[src/gpio_cfg_defs.svh]
// gpio_cfg_defs.svh: subregister indices, reset values, field layout
// assumes: included by the port configuration block and its pin slice
`ifndef GPIO_CFG_DEFS_SVH
`define GPIO_CFG_DEFS_SVH

`define IDX_ALT_ENABLE     8'h02
`define IDX_HIGH_DRIVE     8'h04
`define IDX_RECOVERY_SRC   8'h05
`define IDX_PULLUP         8'h06
`define IDX_ALT_SEL_LOW    8'h07
`define IDX_ALT_SEL_HIGH   8'h08

`define RST_ALT_ENABLE     8'h00
`define RST_HIGH_DRIVE     8'h00
`define RST_RECOVERY_SRC   8'h00
`define RST_PULLUP         8'h00
`define RST_ALT_SEL_LOW    8'h00
`define RST_ALT_SEL_HIGH   8'h00

`define ALT_SEL_W          2
`define PORT_W             8

`endif

[src/gpio_cfg_pkg.sv]
// gpio_cfg_pkg.sv: types shared by the port configuration block
// assumes: nothing beyond the defines header
package gpio_cfg_pkg;

    typedef enum logic [1:0] {
        ST_RUN  = 2'b01,
        ST_STOP = 2'b10
    } power_state_t;

    typedef logic [1:0] alt_sel_t;

endpackage : gpio_cfg_pkg

[src/gpio_pin_slice.sv]
// gpio_pin_slice.sv: one pin's output mux and transition detector
// assumes: pin sample already synchronous to clk_sys
`timescale 1ns/1ps
`include "gpio_cfg_defs.svh"

module gpio_pin_slice (
    input  wire logic                    clk_sys,
    input  wire logic                    rst_n,
    input  wire logic                    pin_sample,
    input  wire logic                    capture,
    input  wire logic                    alt_enable_bit,
    input  wire logic                    recovery_source_bit,
    input  wire logic                    alt_select_low_bit,
    input  wire logic                    alt_select_high_bit,
    output logic [`ALT_SEL_W-1:0]        alt_sel,
    output logic                         pin_wake
);
    logic ref_q;
    logic ref_d;

    always_comb begin
        ref_d = capture ? pin_sample : ref_q;
    end

    always_ff @(posedge clk_sys) begin
        if (!rst_n) begin
            ref_q <= 1'b0;
        end else begin
            ref_q <= ref_d;
        end
    end

    // change either way against the level held at stop entry
    always_comb begin
        pin_wake = recovery_source_bit & (pin_sample ^ ref_q);
    end

    // alternate select matters only with the pin enable set
    always_comb begin
        alt_sel = alt_enable_bit ? {alt_select_high_bit, alt_select_low_bit}
                                 : 2'b00;
    end

endmodule : gpio_pin_slice

[src/gpio_pin_config_subregs.sv]
// gpio_pin_config_subregs.sv: indirectly addressed pin configuration
// subregisters of an 8-bit port, with stop-mode wake detection
// assumes: port address/control strobes and pin levels synchronous
// to clk_sys; the power controller drives stop_mode
`timescale 1ns/1ps
`include "gpio_cfg_defs.svh"

module gpio_pin_config_subregs #(
    parameter int PORT_W = `PORT_W
) (
    input  wire logic                 clk_sys,
    input  wire logic                 rst_n,
    input  wire logic                 addr_wr,
    input  wire logic [7:0]           addr_wdata,
    input  wire logic                 ctl_wr,
    input  wire logic                 ctl_rd,
    input  wire logic [7:0]           ctl_wdata,
    input  wire logic [PORT_W-1:0]    pin_in,
    input  wire logic                 stop_mode,
    output logic [7:0]                addr_rdata,
    output logic [7:0]                ctl_rdata,
    output logic [PORT_W-1:0]         high_drive,
    output logic [PORT_W-1:0]         pullup_en,
    output logic [PORT_W-1:0]         alt_enable,
    output logic [2*PORT_W-1:0]       alt_select,
    output logic                      stop_recovery
);
    // ==========================================================
    // registers
    // ==========================================================
    logic [7:0]        index_q, index_d;
    logic [PORT_W-1:0] hde_q, hde_d;
    logic [PORT_W-1:0] smre_q, smre_d;
    logic [PORT_W-1:0] pue_q, pue_d;
    logic [PORT_W-1:0] afs1_q, afs1_d;
    logic [PORT_W-1:0] afs2_q, afs2_d;
    logic [PORT_W-1:0] af_q, af_d;
    logic [7:0]        rdata_q, rdata_d;
    logic [PORT_W-1:0] sel_rd;
    gpio_cfg_pkg::power_state_t pst_q, pst_d;
    logic              recov_q, recov_d;
    logic              capture;
    logic [PORT_W-1:0] wake;
    logic [2*PORT_W-1:0] sel_all;

    always_comb begin
        index_d = addr_wr ? addr_wdata : index_q;
        hde_d  = hde_q;
        smre_d = smre_q;
        pue_d  = pue_q;
        afs1_d = afs1_q;
        afs2_d = afs2_q;
        af_d   = af_q;
        if (ctl_wr) begin
            unique case (index_q)
                `IDX_HIGH_DRIVE:   hde_d  = ctl_wdata[PORT_W-1:0];
                `IDX_RECOVERY_SRC: smre_d = ctl_wdata[PORT_W-1:0];
                `IDX_PULLUP:       pue_d  = ctl_wdata[PORT_W-1:0];
                `IDX_ALT_SEL_LOW:  afs1_d = ctl_wdata[PORT_W-1:0];
                `IDX_ALT_SEL_HIGH: afs2_d = ctl_wdata[PORT_W-1:0];
                `IDX_ALT_ENABLE:   af_d   = ctl_wdata[PORT_W-1:0];
                default: ;
            endcase
        end
        sel_rd = '0;
        unique case (index_q)
            `IDX_HIGH_DRIVE:   sel_rd = hde_q;
            `IDX_RECOVERY_SRC: sel_rd = smre_q;
            `IDX_PULLUP:       sel_rd = pue_q;
            `IDX_ALT_SEL_LOW:  sel_rd = afs1_q;
            `IDX_ALT_SEL_HIGH: sel_rd = afs2_q;
            `IDX_ALT_ENABLE:   sel_rd = af_q;
            default:           sel_rd = '0;
        endcase
        rdata_d = ctl_rd ? 8'(sel_rd) : rdata_q;
    end

    always_ff @(posedge clk_sys) begin
        if (!rst_n) begin
            index_q <= 8'h00;
            hde_q   <= PORT_W'(`RST_HIGH_DRIVE);
            smre_q  <= PORT_W'(`RST_RECOVERY_SRC);
            pue_q   <= PORT_W'(`RST_PULLUP);
            afs1_q  <= PORT_W'(`RST_ALT_SEL_LOW);
            afs2_q  <= PORT_W'(`RST_ALT_SEL_HIGH);
            af_q    <= PORT_W'(`RST_ALT_ENABLE);
            rdata_q <= 8'h00;
        end else begin
            index_q <= index_d;
            hde_q   <= hde_d;
            smre_q  <= smre_d;
            pue_q   <= pue_d;
            afs1_q  <= afs1_d;
            afs2_q  <= afs2_d;
            af_q    <= af_d;
            rdata_q <= rdata_d;
        end
    end

    // ==========================================================
    // per-pin slices
    // ==========================================================
    assign capture = (pst_q == gpio_cfg_pkg::ST_RUN);

    // selects fed from next values so alt_select moves with alt_enable
    for (genvar i = 0; i < PORT_W; i++) begin : g_pin
        gpio_pin_slice u_slice (
            .clk_sys             (clk_sys),
            .rst_n               (rst_n),
            .pin_sample          (pin_in[i]),
            .capture             (capture),
            .alt_enable_bit      (af_d[i]),
            .recovery_source_bit (smre_q[i]),
            .alt_select_low_bit  (afs1_d[i]),
            .alt_select_high_bit (afs2_d[i]),
            .alt_sel             (sel_all[2*i+1:2*i]),
            .pin_wake            (wake[i])
        );
    end

    // ==========================================================
    // stop-mode recovery
    // ==========================================================
    always_comb begin
        pst_d   = pst_q;
        recov_d = 1'b0;
        unique case (pst_q)
            gpio_cfg_pkg::ST_RUN: begin
                if (stop_mode) pst_d = gpio_cfg_pkg::ST_STOP;
            end
            gpio_cfg_pkg::ST_STOP: begin
                if (|wake) begin
                    recov_d = 1'b1;
                    pst_d   = gpio_cfg_pkg::ST_RUN;
                end else if (!stop_mode) begin
                    pst_d = gpio_cfg_pkg::ST_RUN;
                end
            end
            default: pst_d = gpio_cfg_pkg::ST_RUN;
        endcase
    end

    always_ff @(posedge clk_sys) begin
        if (!rst_n) begin
            pst_q   <= gpio_cfg_pkg::ST_RUN;
            recov_q <= 1'b0;
        end else begin
            pst_q   <= pst_d;
            recov_q <= recov_d;
        end
    end

    // ==========================================================
    // outputs, all registered
    // ==========================================================
    always_ff @(posedge clk_sys) begin
        if (!rst_n) begin
            high_drive <= '0;
            pullup_en  <= '0;
            alt_enable <= '0;
            alt_select <= '0;
        end else begin
            high_drive <= hde_d;
            pullup_en  <= pue_d;
            alt_enable <= af_d;
            alt_select <= sel_all;
        end
    end

    assign addr_rdata    = index_q;
    assign ctl_rdata     = rdata_q;
    assign stop_recovery = recov_q;
endmodule : gpio_pin_config_subregs

[config.mk]
export PLATFORM = sky130hd
export DESIGN_NAME = gpio_pin_config_subregs
export DESIGN_NICKNAME = d
export VERILOG_FILES = /design/src/gpio_cfg_pkg.sv /design/src/gpio_pin_slice.sv /design/src/gpio_pin_config_subregs.sv
export VERILOG_INCLUDE_DIRS = /design/src
export SDC_FILE = /design/constraint.sdc
export NUM_CORES = 1
export LEC_CHECK = 0
export BUFFER_PORTS_ARGS = -buffer_cell sky130_fd_sc_hd__buf_4
export CAP_MARGIN = 20
export CORE_UTILIZATION = 54
export DETAILED_ROUTE_END_ITERATION = 8
export GPL_TIMING_DRIVEN = 0
export PLACE_DENSITY = 0.79
export SLEW_MARGIN = 20
export SYNTH_ARGS = -nofsm -noshare
export SYNTH_HDL_FRONTEND = slang
export SYNTH_SLANG_ARGS = --single-unit
[constraint.sdc]
create_clock -name clk_sys -period 2.2 [get_ports clk_sys]
set_input_delay 0.11 -clock clk_sys [delete_from_list [all_inputs] [get_ports clk_sys]]
set_output_delay 0.11 -clock clk_sys [all_outputs]
set_load 0.005 [all_outputs]
==> results.sh, run 1 <==
export IMPL_nets=563
export IMPL_dp_hpwl_um=7966
export IMPL_drt_iter0_drc=368
export IMPL_syn_area_per_cell_um2=9.187
export IMPL_peakVddDrop_mv=0.4314
export IMPL_critPathMaxStageDelay_ps=550
export IMPL_clock_sinks=91
export IMPL_boundaryPins=87
export IMPL_rsz0062_at_grt="false"
export IMPL_antenna_left=0
export IMPL_totalWireLength_um=11320
export IMPL_grt_pass1_vias=3310
export IMPL_setup_violations_final=0
export IMPL_yosys_most_used_dff="dfxtp_1"
export IMPL_placed_area_mm2=0.004695
export IMPL_synth_edf_count=0
export IMPL_report_final_hold_viol_count=0
export IMPL_synth_area_leader_cell="dfxtp_1"
export IMPL_outcome="finished, final reports clean"
export IMPL_gp_routability_congestion=0.9143
export IMPL_syn_nets=465
export IMPL_drv_cap=0
export IMPL_routedWlPerCell_um=17.82
export IMPL_grt_pass1_wl_um=16850
export IMPL_critical_path_peak_fanout=10
export IMPL_top_usage_layer="met2"
export IMPL_synth_area_leaders="dfxtp_1 (46%), mux2i_1 (8.8%), nand2_1 (6.5%)"
export IMPL_crit_type="reg -> reg"
export IMPL_die_x_um=88.03
export IMPL_register_area_mm2=0.001822
export IMPL_cp_slowest_cell="dfxtp_1"
export IMPL_holdBufCountCts=0
export IMPL_syn2layout_area_growth_pct=26.11
export IMPL_viasPerCell=5.775
export IMPL_grt_max_degree=15
export IMPL_power_total_w=0.003234
export IMPL_synth_cell_types=42
export IMPL_preCtsSetupSlack_ps=-279.7
export IMPL_core_area_mm2=0.006982
export IMPL_cts_made_buffers=9
export IMPL_finClkSkew_ps=10.89
export IMPL_drv_slew=0
export IMPL_gr_usage_met1_pct=39.55
export IMPL_antenna_found_initial=1
export IMPL_grt_overflow=0
export IMPL_cts_buffer_depth=2
export IMPL_finalSetupTns_ps=0
export IMPL_cellPowerDensity_mw_per_mm2=641.8
export IMPL_nFillCells=526
export IMPL_yosys_warnings=0
export IMPL_critPathLaunchType="flop"
export IMPL_clk_latency_ps=370
export IMPL_ys_async_sr_fraction_pct=0
export IMPL_worst_pin_slew_ps=672.5
export IMPL_multi_input_area_mm2=0.002058
export IMPL_use_met2_pct=46.72
export IMPL_drive_gt1_share_pct=23.79
export IMPL_p_leak_nw=1.949
export IMPL_clock_fmax_ghz=0.4740
export IMPL_clk_pin_slew_ps=80
export IMPL_drc=0
export IMPL_die_height_um=88.03
export IMPL_row_count=30
export IMPL_synth_top_area_share_pct=45.59
export IMPL_layout_common_cells="dfxtp_1 (91), buf_4 (88), nand2_1 (69)"
export IMPL_setup_slack_ps=90.19
export IMPL_fin_crit_sh_pct=95.90
export IMPL_seq_area_frac_synth_pct=45.59
export IMPL_hold_path_class="in -> reg"
export IMPL_crit_chain="buf_2 -> nor3b_4 -> a22oi_1 -> o211ai_1 -> a22o_1"
export IMPL_final_common_cell="dfxtp_1"
export IMPL_crit_required_ps=2510
export IMPL_io_buffers=77
export IMPL_cts_root_buf="clkbuf_8"
export IMPL_synthCells=435
export IMPL_post_route_cell_area_mm2=0.005040
export IMPL_period_minus_slack_ps=2110
export IMPL_start_util_pct=57.24
export IMPL_vias=3667
export IMPL_synth_area_mm2=0.003996
export IMPL_cts_htree_levels=3
export IMPL_dieArea_mm2=0.007748
export IMPL_relSlewSlack_pct=55.17
export IMPL_tritoncts="yes"
export IMPL_grt_util_all_layers_pct=29.73
export IMPL_dr_pass1_iters=5
export IMPL_grtUsageMet3_pct=6.598
export IMPL_crit_arrival_ps=2420
export IMPL_ys_ff_latch=91
export IMPL_end_kind="flop"
[where the power goes]
group | leakage, nW | internal (W) | switching, W
Sequential | 0.737 | 0.00168 | 0.0000301
Clock | 0.102 | 0.000619 | 0.000583
Combinational | 1.11 | 0.000143 | 0.000183
[final cells by class]
type                    instances  share of cell area (%)
inverters                       1                 0.07448
flip-flops and latches         91                   36.15
well taps                      96                   2.383
diodes                          1                 0.04965
clock buffers                  13                   3.352
multi-input cells             307                   40.84
plain buffers                  36                   3.054
clock inverters                 3                  0.8937
repair buffers                 87                   13.21
[cell families after synthesis]
logic type	after synthesis	share of synthesized area, %
AND/OR/NAND/NOR	164	21.26
flip-flops	91	45.59
XOR/XNOR	8	1.753
buffers and inverters	37	3.819
AO/OA/AOI/OAI	93	16.28
multiplexers	42	11.30
[stage by stage]
step | hold WS [ps] | cells | utilization [%]
5_1_grt | 15.65 | 634 | 72.15
4_1_cts | 11.01 | 625 | 70.68
3_5_place_dp | 379.7 | 608 | 67.24
3_3_place_gp | 370.5 | 608 | 67.24
6_report | 7.567 | 635 | 72.19
2_1_floorplan | 254.9 | 435 | -
[synth_stat cells (2+ instances only)]
master / instances
dfxtp_1: 91
nor4_4: 2
nor2_1: 19
o211ai_1: 4
a22oi_1: 14
nand2_1: 69
xor2_1: 8
mux2_2: 5
nand3b_1: 2
nor2b_1: 37
buf_2: 7
a22o_1: 7
a21oi_1: 9
nor3_1: 11
mux2i_1: 35
clkbuf_1: 26
nand4_1: 2
o21ai_0: 13
a21boi_0: 30
nand3_1: 8
o2111ai_1: 2
nand2b_1: 3
a21boi_1: 2
o22ai_1: 8
mux4_2: 2
and3_1: 3
[final timing paths]
check                start       endpoint  slack, ps  depth (start not counted)
max          addr_rdata[2]   ctl_rdata[3]         90                          5
min          addr_wdata[0]  addr_rdata[0]          8                          3
max reg2reg  addr_rdata[2]   ctl_rdata[3]         90                          5
min reg2reg   ctl_rdata[7]   ctl_rdata[7]        460                          2
[flip-flops by register name, summed over array words and instances (netlist names)]
| name | count |
|---|---|
| smre_q | 8 |
| afs1_q | 8 |
| alt_enable | 8 |
| addr_rdata | 8 |
| ctl_rdata | 8 |
| alt_select | 16 |
| pullup_en | 8 |
| stop_recovery | 1 |
| pst_q | 2 |
| high_drive | 8 |
| afs2_q | 8 |
| g_pin.u_slice.ref_q | 8 |
[metal layers]
metal / share of wire (%) / wire length [um]
met1: 43 / 4868
met2: 46 / 5161
met3: 8.5 / 966
met4: 2.8 / 318
met5: 0 / 0
[worst max-delay path: cells and delay by family, from the launching register on]
family,cells,cell delay [ps]
AOI/OAI and AO/OA,3,670
DFF,1,550
and+or+nand+nor,1,480
buffers and inverters,1,360
[repair_timing]
item	4_1_cts	5_1_grt
buffers inserted	1	9
endpoints found under the setup margin	25	50
resized for setup	3	7
pin swaps	1	4
(Power assumes the default switching activity.)
==> run 2, diff against run 1 <==
- RECOVER_POWER: default -> 50
==> run 2 against run 1 <==
Critical path depth unchanged. Power decreased by 0.34%. Count of clock-buffer cells in the layout unchanged. Hold slack improved by 4.5 ps. Non-clock buffer count unchanged. Die area unchanged. First-iteration DRC count increased by 6.0%. Critical endpoint unchanged. Highest routed layer unchanged.
==> results.sh, run 2 (same netlist as run 1, synthesis figures left out) <==
export IMPL_largest_reg_flops=16
export IMPL_crit_type="reg -> reg"
export IMPL_crit_required_ps=2510
export IMPL_totalWireLength_um=11240
export IMPL_report_final_hold_viol_count=0
export IMPL_clock_fmax_ghz=0.4707
export IMPL_antenna_found_initial=1
export IMPL_boundaryPins=87
export IMPL_relSlewSlack_pct=56.09
export IMPL_syn2layout_area_growth_pct=25.92
export IMPL_peakVddDrop_mv=0.4304
export IMPL_cp_endpoint="ctl_rdata[3]"
export IMPL_registers_top_by_ff_count="alt_select"
export IMPL_layout_common_cells="dfxtp_1 (91), nand2_1 (69), clkbuf_4 (56)"
export IMPL_tritoncts="yes"
export IMPL_grt_max_degree=15
export IMPL_end_kind="flop"
export IMPL_finalSetupTns_ps=0
export IMPL_io_buffers=77
export IMPL_reg2regPathDepth=5
export IMPL_core_area_mm2=0.006982
export IMPL_clk_latency_ps=360
export IMPL_cts_buffer_depth=2
export IMPL_r2r_slack_ps=80
export IMPL_gp_routability_congestion=0.9143
export IMPL_hold_path_class="in -> reg"
export IMPL_vias=3660
export IMPL_cts_htree_levels=3
export IMPL_drt_iter0_drc=390
export IMPL_finClkSkew_ps=11.36
export IMPL_startpoint="addr_rdata[2]"
export IMPL_cts_made_buffers=9
export IMPL_routedWlPerCell_um=17.69
export IMPL_critical_path_peak_fanout=10
export IMPL_setup_violations_final=0
export IMPL_nets=563
export IMPL_antenna_left=0
export IMPL_nFillCells=527
export IMPL_holdWs_ps=12.04
export IMPL_fin_crit_sh_pct=96.56
export IMPL_p_leak_nw=1.910
export IMPL_drv_cap=0
export IMPL_grt_util_all_layers_pct=29.73
export IMPL_grt_pass1_vias=3310
export IMPL_viasPerCell=5.764
export IMPL_r2r_end="ctl_rdata[3]"
export IMPL_rr_startpoint="addr_rdata[2]"
export IMPL_crit_arrival_ps=2430
export IMPL_dp_hpwl_um=7966
export IMPL_critPathLaunchType="flop"
export IMPL_dr_pass1_iters=5
export IMPL_row_count=30
export IMPL_hold_path_startpoint="addr_wdata[0]"
export IMPL_cellPowerDensity_mw_per_mm2=640.6
export IMPL_drive_gt1_share_pct=23.42
export IMPL_drc=0
export IMPL_holdBufCountCts=0
export IMPL_grt_pass1_wl_um=16850
export IMPL_final_common_cell="dfxtp_1"
export IMPL_dieArea_mm2=0.007748
export IMPL_worst_pin_slew_ps=658.7
export IMPL_drv_slew=0
export IMPL_cts_root_buf="clkbuf_8"
export IMPL_clk_pin_slew_ps=80
export IMPL_start_util_pct=57.24
export IMPL_rsz0062_at_grt="false"
export IMPL_period_minus_slack_ps=2124
export IMPL_outcome="finished, final reports clean"
export IMPL_die_x_um=88.03
export IMPL_grt_overflow=0
export IMPL_clock_sinks=91
export IMPL_die_height_um=88.03
-- run 2: cell count changes in the layout (fill, tap and decap cells not counted) --
cell	before	now
buf_4	88	30
clkbuf_4	0	56
clkbuf_1	25	27
-- run 2: power breakdown --
| part | leakage (nW) | switching, W | total, W | internal (W) |
|---|---|---|---|---|
| clock network | 0.102 | 0.000576 | 0.00120 | 0.000619 |
| registers | 0.737 | 0.0000298 | 0.00171 | 0.00168 |
| logic | 1.07 | 0.000182 | 0.000322 | 0.000140 |
-- run 2: worst max-delay path, cell delays in order, from the launching register on --
cell and delay (ps):
dfxtp_1 550, buf_2 370, nor3b_4 480, a22oi_1 190, o211ai_1 310, a22o_1 180
-- run 2: layout make-up --
type                            count  area [um2]  share of cell area, %
Antenna cell                        1       2.502                0.04973
Sequential cell                    91        1822                  36.20
Timing Repair Buffer               87       658.1                  13.08
Buffer                             36       153.9                  3.058
Clock inverter                      3       45.04                 0.8951
Inverter                            1       3.754                0.07459
Tap cell                           96       120.1                  2.387
Multi-Input combinational cell    307        2058                  40.90
Clock buffer                       13       168.9                  3.357
-- run 2: worst min path at each step --
stage,cells past startpoint,to,slack (ps)
global route,3,g_pin[2].u_slice.ref_q,20
floorplan,2,g_pin[0].u_slice.ref_q,250
CTS,3,addr_rdata[4],10
global placement,3,addr_rdata[3],370
detailed placement,3,addr_rdata[4],380
finish,3,addr_rdata[0],10
-- run 2: routing by layer --
| metal | wire length, um | global-route usage (%) |
|---|---|---|
| met1 | 4785 | 39.55 |
| met4 | 311 | 12.76 |
| met3 | 1022 | 6.598 |
| met2 | 5116 | 46.72 |
| met5 | 0 | 0 |
-- run 2: what timing repair did --
action                                  in CTS  in global routing
gates resized for setup                      3                  7
pin swaps                                    1                  4
endpoints found under the setup margin      25                 50
buffers inserted                             1                  9
-- run 2: per-stage QoR --
stage | power [W] | instances | instance area (um2) | utilization, % | worst slack (ps)
final | 0.003223 | 635 | 5032 | 72.08 | 75.64
after floorplan | 0.001921 | 435 | 3996 | - | 339.5
after global routing | 0.003320 | 634 | 5030 | 72.04 | 19.35
after CTS | 0.003203 | 625 | 4935 | 70.68 | 10.91
after detailed placement | 0.002040 | 608 | 4695 | 67.24 | -279.7
after global placement | 0.002032 | 608 | 4695 | 67.24 | -281.7
